===== config.mk =====
export PLATFORM = sky130hd
export DESIGN_NAME = pmbfe_slave
export DESIGN_NICKNAME = d
export VERILOG_FILES = /design/src/pmbfe_pkg.sv /design/src/pmbfe_crc8.sv /design/src/pmbfe_slave.sv
export SDC_FILE = /design/constraint.sdc
export NUM_CORES = 1
export LEC_CHECK = 0
export BUFFER_PORTS_ARGS = -buffer_cell sky130_fd_sc_hd__buf_2
export CORE_ASPECT_RATIO = 1.2
export CORE_MARGIN = 5
export CORE_UTILIZATION = 38
export DETAILED_ROUTE_END_ITERATION = 16
export SKIP_LAST_GASP = 1
export SYNTH_ARGS = -nofsm -noshare
export SYNTH_HDL_FRONTEND = slang
export SYNTH_SLANG_ARGS = --single-unit

===== constraint.sdc =====
create_clock -name REF_CLK -period 2.5 [get_ports REF_CLK]
set_input_delay 0.375 -clock REF_CLK [delete_from_list [all_inputs] [get_ports REF_CLK]]
set_output_delay 0.375 -clock REF_CLK [all_outputs]
set_load 0.03 [all_outputs]

===== src/pmbfe_pkg.sv =====
// Purpose: shared constants and types for the management bus slave front end
// Assumes: 100 MHz REF_CLK, bus pins sampled synchronously
// Notes: strap levels above 7 mean the strap reads out of range
package pmbfe_pkg;
  localparam int CLK_MHZ = 100;
  localparam int BUS_STD_KHZ = 100;
  localparam int BUS_FAST_KHZ = 400;
  localparam int DATA_HOLD_NS = 300;
  localparam int DATA_HOLD_CYC = (DATA_HOLD_NS * CLK_MHZ + 999) / 1000;
  localparam int FAST_LOW_NS = 1300;
  localparam int FAST_LOW_CYC = FAST_LOW_NS * CLK_MHZ / 1000;
  localparam int HOLD_W = 6;
  localparam logic [HOLD_W-1:0] HOLD_LOAD = HOLD_W'(DATA_HOLD_CYC);
  localparam logic [HOLD_W-1:0] HOLD_LAST = 6'h01;

  localparam logic [6:0] ADDR_FALLBACK = 7'h7F;
  localparam logic [6:0] ADDR_ALERT_RESP = 7'h0C;
  localparam logic [3:0] STRAP_MAX = 4'h7;
  localparam int STRAP_RADIX = 8;

  localparam logic [7:0] CMD_OPERATION = 8'h01;
  localparam logic [7:0] CMD_ONOFF_CONFIG = 8'h02;
  localparam logic [7:0] CMD_STORE_DEFAULT_ALL = 8'h11;
  localparam logic [7:0] CMD_STORE_USER_ALL = 8'h15;
  localparam logic [7:0] CMD_VOUT_COMMAND = 8'h21;
  localparam logic [7:0] ONOFF_CONFIG_RST = 8'h16;
  localparam logic [7:0] OPERATION_RST = 8'h00;
  localparam logic [7:0] READ_FILL = 8'hFF;
  localparam int ONOFF_PU = 4;
  localparam int ONOFF_CMD = 3;
  localparam int ONOFF_CPR = 2;
  localparam int ONOFF_POL = 1;
  localparam int OPER_ON = 7;
  localparam logic [7:0] CRC_POLY = 8'h07;
  localparam logic [7:0] CRC_INIT = 8'h00;

  typedef enum logic [2:0] {PS_IDLE, PS_ADDR, PS_RX, PS_ACK, PS_TX, PS_MACK} pmbfe_phase_t;

  typedef struct packed {
    logic [7:0] code;
    logic [15:0] data;
    logic pec;
  } pmbfe_cmd_t;

  // data bytes that follow the command code on a write
  function automatic logic [1:0] pmbfe_cmd_len(input logic [7:0] code);
    pmbfe_cmd_len = 2'h0;
    if (code == CMD_OPERATION || code == CMD_ONOFF_CONFIG) pmbfe_cmd_len = 2'h1;
    if (code == CMD_VOUT_COMMAND) pmbfe_cmd_len = 2'h2;
  endfunction : pmbfe_cmd_len
endpackage : pmbfe_pkg


===== src/pmbfe_crc8.sv =====
// Purpose: running packet check value over every byte of a transaction
// Assumes: clr and upd never both matter in one cycle; clr wins
// Notes: polynomial x^8+x^2+x+1, byte folded in msb first
`timescale 1ns/1ps
module pmbfe_crc8 import pmbfe_pkg::*; (
  input wire logic clk, // system clock
  input wire logic rst, // synchronous reset
  input wire logic clr, // restart at a new transaction
  input wire logic upd, // fold in byte_in
  input wire logic [7:0] byte_in, // byte just passed on the bus
  output logic [7:0] crc // current check value
);
  typedef struct packed {logic [7:0] crc;} pmbfe_crc_state_t;
  pmbfe_crc_state_t crc_reg, crc_next;

  always_comb begin
    logic [7:0] c;
    c = crc_reg.crc ^ byte_in;
    crc_next = crc_reg;
    for (int i = 0; i < 8; i++) begin
      c = c[7] ? ((c << 1) ^ CRC_POLY) : (c << 1);
    end
    if (clr) crc_next.crc = CRC_INIT;
    else if (upd) crc_next.crc = c;
  end

  always_ff @(posedge clk) begin
    if (rst) crc_reg <= '{crc: CRC_INIT};
    else crc_reg <= crc_next;
  end

  assign crc = crc_reg.crc;
endmodule : pmbfe_crc8


===== src/pmbfe_slave.sv =====
// Purpose: slave front end of a management bus: addressing, framing, check byte, alert, on/off
// Assumes: SCL_IN and SDA_IN already synchronous; master drives the clock
// Notes: only OPERATION and on/off configuration are held here; every accepted write, these two included, goes out on CMD
`timescale 1ns/1ps
module pmbfe_slave import pmbfe_pkg::*; (
  input wire logic REF_CLK, // system clock
  input wire logic RST, // synchronous reset, active high
  input wire logic SCL_IN, // bus clock level
  input wire logic SDA_IN, // bus data level
  output logic SDA_OUT, // data drive value, always low
  output logic SDA_OE, // high pulls data low
  output logic ALERT_OUT, // alert drive value, always low
  output logic ALERT_OE, // high pulls alert low
  input wire logic [3:0] ADDR_STRAP_LOW_DIGIT, // low strap level, above 7 is out of range
  input wire logic [3:0] ADDR_STRAP_HIGH_DIGIT, // high strap level, above 7 is out of range
  input wire logic ONOFF_CONTROL_INPUT, // on/off control pin level
  input wire logic ALERT_REQ, // pulse: condition needs host attention
  output logic CONV_ENABLE, // power conversion allowed
  output logic NVM_STORE, // pulse: commit storable settings
  output logic CMD_STROBE, // pulse: accepted write command on CMD
  output pmbfe_cmd_t CMD, // accepted command, code and data
  output logic [6:0] SLAVE_ADDR // resolved bus address
);
  typedef struct packed {
    pmbfe_phase_t phase;
    logic scl_q;
    logic sda_q;
    logic [3:0] bitcnt;
    logic [7:0] shreg;
    logic rw;
    logic ara;
    logic acked;
    logic [2:0] nbytes;
    logic [1:0] txn;
    logic [7:0] cmd;
    logic [15:0] data;
    logic [7:0] operation;
    logic [7:0] onoff;
    logic [6:0] addr;
    logic addr_done;
    logic alert;
    logic [HOLD_W-1:0] hold_cnt;
    logic pend_oe;
    logic sda_oe;
    logic conv_en;
    logic store;
    logic strobe;
    pmbfe_cmd_t cmd_out;
  } pmbfe_state_t;

  localparam pmbfe_state_t STATE_RST = '{phase: PS_IDLE, scl_q: 1'b1, sda_q: 1'b1,
    operation: OPERATION_RST, onoff: ONOFF_CONFIG_RST, default: '0};
  localparam int HOLD_A = DATA_HOLD_CYC;

  pmbfe_state_t r, n;
  logic scl_rise, scl_fall, start_evt, stop_evt;
  logic crc_clr, crc_upd, load;
  logic [7:0] crc_byte, crc_val, tx_byte, rd_value;
  logic [1:0] cmd_len, tx_sel;
  logic len_plain, len_pec;

  assign scl_rise = SCL_IN & ~r.scl_q;
  assign scl_fall = ~SCL_IN & r.scl_q;
  assign start_evt = SCL_IN & r.scl_q & r.sda_q & ~SDA_IN;
  assign stop_evt = SCL_IN & r.scl_q & ~r.sda_q & SDA_IN;
  assign cmd_len = pmbfe_cmd_len(r.cmd);
  assign len_plain = r.nbytes == 3'(cmd_len) + 3'h1;
  assign len_pec = r.nbytes == 3'(cmd_len) + 3'h2;
  assign rd_value = (r.cmd == CMD_OPERATION) ? r.operation :
                    (r.cmd == CMD_ONOFF_CONFIG) ? r.onoff : READ_FILL;
  assign tx_sel = (r.phase == PS_MACK) ? r.txn + 2'h1 : 2'h0;
  // alert response carries the address in the upper seven bits
  assign tx_byte = (tx_sel != 2'h0) ? ((tx_sel == 2'h1) ? crc_val : READ_FILL) :
                   (r.ara ? {r.addr, 1'b0} : rd_value);
  assign load = scl_fall && !start_evt && !stop_evt &&
                ((r.phase == PS_ACK && r.rw) || (r.phase == PS_MACK && r.acked));
  assign crc_byte = load ? tx_byte : r.shreg;

  always_comb begin
    n = r;
    crc_clr = 1'b0;
    crc_upd = 1'b0;
    n.scl_q = SCL_IN;
    n.sda_q = SDA_IN;
    n.store = 1'b0;
    n.strobe = 1'b0;
    if (!r.addr_done) begin
      n.addr_done = 1'b1;
      if (ADDR_STRAP_HIGH_DIGIT > STRAP_MAX || ADDR_STRAP_LOW_DIGIT > STRAP_MAX) n.addr = ADDR_FALLBACK;
      else n.addr = 7'(ADDR_STRAP_HIGH_DIGIT * STRAP_RADIX) + 7'(ADDR_STRAP_LOW_DIGIT);
    end
    // data moves only after the hold time past the clock fall, never while high
    if (r.hold_cnt != '0) begin
      n.hold_cnt = r.hold_cnt - HOLD_LAST;
      if (r.hold_cnt == HOLD_LAST) n.sda_oe = r.pend_oe;
    end
    if (start_evt) begin
      if (r.phase == PS_IDLE) begin
        crc_clr = 1'b1;
        n.nbytes = '0;
        // bytes a short write never sends must not carry over from the last one
        n.data = '0;
      end
      n.phase = PS_ADDR;
      n.bitcnt = '0;
      n.sda_oe = 1'b0;
      n.pend_oe = 1'b0;
      n.hold_cnt = '0;
    end else if (stop_evt) begin
      // the clock rise ahead of a stop shifts in one spare bit
      if (r.phase == PS_RX && !r.rw && r.bitcnt == 4'h1 && (len_plain || (len_pec && crc_val == CRC_INIT))) begin
        n.strobe = 1'b1;
        n.cmd_out = '{code: r.cmd, data: r.data, pec: len_pec};
        if (r.cmd == CMD_OPERATION) n.operation = r.data[7:0];
        if (r.cmd == CMD_ONOFF_CONFIG) n.onoff = r.data[7:0];
        if (r.cmd == CMD_STORE_DEFAULT_ALL || r.cmd == CMD_STORE_USER_ALL) n.store = 1'b1;
      end
      n.phase = PS_IDLE;
      n.sda_oe = 1'b0;
      n.pend_oe = 1'b0;
      n.hold_cnt = '0;
    end else if (scl_rise) begin
      if (r.phase == PS_ADDR || r.phase == PS_RX) begin
        n.shreg = {r.shreg[6:0], SDA_IN};
        n.bitcnt = r.bitcnt + 4'h1;
      end else if (r.phase == PS_TX) begin
        n.bitcnt = r.bitcnt + 4'h1;
      end else if (r.phase == PS_MACK) begin
        n.acked = ~SDA_IN;
        if (r.ara) n.alert = 1'b0;
      end
    end else if (scl_fall) begin
      unique case (r.phase)
        PS_IDLE: ;
        PS_ADDR: if (r.bitcnt == 4'h8) begin
          if ((r.addr_done && r.shreg[7:1] == r.addr) ||
              (r.shreg[7:1] == ADDR_ALERT_RESP && r.shreg[0] && r.alert)) begin
            n.phase = PS_ACK;
            n.rw = r.shreg[0];
            n.ara = !(r.addr_done && r.shreg[7:1] == r.addr);
            n.pend_oe = 1'b1;
            n.hold_cnt = HOLD_LOAD;
            crc_upd = 1'b1;
          end else n.phase = PS_IDLE;
        end
        PS_RX: if (r.bitcnt == 4'h8) begin
          n.phase = PS_ACK;
          n.pend_oe = 1'b1;
          n.hold_cnt = HOLD_LOAD;
          crc_upd = 1'b1;
          if (r.nbytes == 3'h0) n.cmd = r.shreg;
          if (r.nbytes == 3'h1 && cmd_len != 2'h0) n.data[7:0] = r.shreg;
          if (r.nbytes == 3'h2 && cmd_len == 2'h2) n.data[15:8] = r.shreg;
          if (r.nbytes != 3'h7) n.nbytes = r.nbytes + 3'h1;
        end
        PS_ACK: begin
          n.bitcnt = '0;
          n.txn = '0;
          n.phase = r.rw ? PS_TX : PS_RX;
          if (!r.rw) begin
            n.pend_oe = 1'b0;
            n.hold_cnt = HOLD_LOAD;
          end
        end
        PS_TX: begin
          n.hold_cnt = HOLD_LOAD;
          if (r.bitcnt == 4'h8) begin
            n.phase = PS_MACK;
            n.pend_oe = 1'b0;
          end else begin
            n.shreg = {r.shreg[6:0], 1'b0};
            n.pend_oe = ~r.shreg[6];
          end
        end
        PS_MACK: if (r.acked) begin
          n.phase = PS_TX;
          n.bitcnt = '0;
          if (r.txn != 2'h3) n.txn = r.txn + 2'h1;
        end else n.phase = PS_IDLE;
      endcase
      if (load) begin
        crc_upd = 1'b1;
        n.shreg = tx_byte;
        n.pend_oe = ~tx_byte[7];
        n.hold_cnt = HOLD_LOAD;
      end
    end
    // a new request in the clearing cycle keeps the alert up
    if (ALERT_REQ) n.alert = 1'b1;
    n.conv_en = (!r.onoff[ONOFF_PU]) ||
                ((!r.onoff[ONOFF_CMD] || r.operation[OPER_ON]) &&
                 (!r.onoff[ONOFF_CPR] || ONOFF_CONTROL_INPUT == r.onoff[ONOFF_POL]));
  end

  always_ff @(posedge REF_CLK) begin
    if (RST) r <= STATE_RST;
    else r <= n;
  end

  pmbfe_crc8 u_crc (
    .clk(REF_CLK),
    .rst(RST),
    .clr(crc_clr),
    .upd(crc_upd),
    .byte_in(crc_byte),
    .crc(crc_val)
  );

  assign SDA_OUT = 1'b0;
  assign ALERT_OUT = 1'b0;
  assign SDA_OE = r.sda_oe;
  assign ALERT_OE = r.alert;
  assign CONV_ENABLE = r.conv_en;
  assign NVM_STORE = r.store;
  assign CMD_STROBE = r.strobe;
  assign CMD = r.cmd_out;
  assign SLAVE_ADDR = r.addr;
endmodule : pmbfe_slave


==> flow_summary.toml <==
[run_status]
status = "finished, violations left"
failed_checks = "setup timing"

[hold_path]
hold_path_class = "primary input to flip-flop"

[logic_synthesis]
synth-edff-count = 0
ys_async_sr_fraction_pct = 0
yosys.area.top_type_share_pct = 36.8
yosysSeqAreaShare_pct = 36.8
avgSynthCellArea_um2 = 8.35
yosysWarnings = 0
yosysUniqueCellTypes = 63
synth_flop_cell = "dfxtp_1"
netlist_area_mm2 = 0.00642
ys_top_cells_by_area = "dfxtp_1, mux2i_1, nor2_1"
yosys.area.top_type = "dfxtp_1"
syn_inst = 769
ys_ff_latch = 118

[global_routing]
grt_max_degree = 79
grt_pass1_wl_um = 26800
grt.total_usage_pct = 16.9
antenna_found_initial = 0
grt_pass1_vias = 5275
grt_overflow = 0

[route]
wirelength_um = 16400
routedWlPerCell_um = 15.1
drtPass1Iterations = 5
drc_errors = 0
ant_nets = 0
vias_per_cell = 5.15
via_count = 5605
drtIter0Drc = 308

[sta]
slew_viol_final = 0
min_period_ns = 2.51
grt_setup_unrepaired = "true"
worstMarginPinSlew_ns = 0.945
fin_crit_sh_pct = 100
hold_viol_final = 0
fmax_ghz = 0.399
setup_viol = 1
fin_tns_setup_ns = -0.00769
slew_headroom_pct = 37.0
layout_setup_ws_ns = -0.00769
fin_skew_ns = 0.00865

[placement]
place_area_mm2 = 0.00725
dp_slack_ns = -0.101
placed_cells = 1053
dp_hpwl_um = 12400
routabilityCongestion = 0.839
portBuffers = 50

[clock_network]
htree_levels = 4
clockBufferDepth = 2
cts_made_buffers = 17
cts_sinks = 118
worstSkewPairLatency_ns = 0.42
cts_hold_buffers = 0
cts_tree = "built"
cts-root-buf = "clkbuf_16"
path_clk_slew_ns = 0.06

[worst_setup_path]
criticalPathCategory = "flip-flop to flip-flop"
crit_family = "simple AND/OR/NAND/NOR gates"
cp.buffers_inverters = 2
critical_path.max_stage_delay_ns = 0.57
crit_required_ns = 2.78
crit_path_top_delay_cell = "or4_1"
arrival_ns = 2.79
worst_setup_path_end_kind = "flip-flop"
critPathLaunchType = "flip-flop"
path_max_fanout = 9
crit_chain = "or4_1 -> nor2_4 -> buf_4 -> a41oi_2 -> nor4_4 -> nor3b_4 -> buf_12 -> mux2i_2 -> nor2_1"

[floorplanning]
die_h_um = 152
core_area_mm2 = 0.0167
fp.dieArea_mm2 = 0.0196
initial_core_util_pct = 38.4
io_pins = 53
rows = 52
die_w_um = 129

[layout]
fin_cells = 1088
nets = 890
final_layout_size_suffix_gt1_share_pct = 24.8
diodes = 0
design_area_mm2 = 0.00797
layout_commonest_cell = "nor2_1"
fillers = 1586
largest_reg_flops = 73
area_delta_synth_final_pct = 24.1
layout_common_cells = "nor2_1, dfxtp_1, buf_4"

[power_and_ir_drop]
cellPowerDensity_mw_per_mm2 = 616
finalPower_w = 0.00490
ir_worst_vdd_mv = 0.446
p_leak_nw = 3.35

[job]
cap_violations = 0
cells in the mapped netlist (7+ instances only):
master	count
dfxtp_1	118
ha_1	17
nor2b_1	10
nand2b_1	11
o21ai_0	23
nand2_1	47
clkbuf_1	31
nand4_1	7
nand3_1	21
xor2_1	11
o211ai_1	14
buf_4	36
a21oi_1	43
mux2i_1	72
inv_1	17
nor2_1	136
a21o_1	9
nor3_1	19
xnor2_1	17
and2_1	8
nand3b_1	7
kinds of logic (layout without fill, tap and decap cells):
group | Yosys count | count (layout) | share of synthesized area [%]
flip-flops | 118 | 118 | 36.8
buffers and inverters | 93 | 195 | 7.78
adder cells (fa/ha/maj) | 17 | 17 | 3.31
AO/OA/AOI/OAI | 133 | 133 | 13.7
multiplexers | 72 | 72 | 11.2
AND/OR/NAND/NOR | 307 | 307 | 23.3
other | 1 | 2 | 0.0584
XOR/XNOR | 28 | 28 | 3.82
worst register-to-register path: cells and delay by family (launching register included):
family | cells | cell delay (ns)
AND/OR/NAND/NOR | 5 | 1.42
multiplexers | 1 | 0.20
buffers and inverters | 2 | 0.29
flip-flops | 1 | 0.30
AO/OA/AOI/OAI | 1 | 0.16
power by group:
group / switching, W / internal, W / total, W
sequential: 0.0000598 / 0.00194 / 0.00200
combinational: 0.000328 / 0.000237 / 0.000564
clock: 0.000953 / 0.00139 / 0.00234
cell type report:
type                    instances  area, µm²  share of cell area (%)
clock buffers                  17        425                    5.34
clock inverters                15        139                    1.74
inverters                      17       63.8                   0.801
multi-input cells             559       3680                    46.2
flip-flops and latches        118       2370                    29.8
well taps                     216        270                    3.39
repair buffers                146       1020                    12.8
what timing repair did:
item / CTS / global route
pin swaps: 2 / 5
endpoints found under the setup margin: 45 / 49
buffers inserted: 1 / 2
resized for setup: 11 / 15
layer usage:
metal	GRT usage [%]	up-vias	wire length [µm]	share of wire [%]
met4	6.65	0	384	2.3
met3	3.02	25	508	3.1
met1	21.2	2664	7400	45
li1	-	2829	-	-
met2	28.4	87	8090	49
met5	0	-	0	0
stage by stage:
stage	hold slack, ns	util (%)
final	0.168	47.6
after global routing	0.174	47.6
after CTS	0.161	47.1
after detailed placement	0.469	43.4
after global placement	0.448	43.4
after floorplan	0.433	-
final timing paths:
check | endpoint | startpoint | cells after the start | slack [ns]
max | r[50] | u_crc.crc[7] | 9 | -0.008
min | ALERT_OE | ALERT_REQ | 3 | 0.17
max reg2reg | r[50] | u_crc.crc[7] | 9 | -0.008
min reg2reg | SDA_OE | r[29] | 2 | 0.48
(Power assumes the default switching activity.)
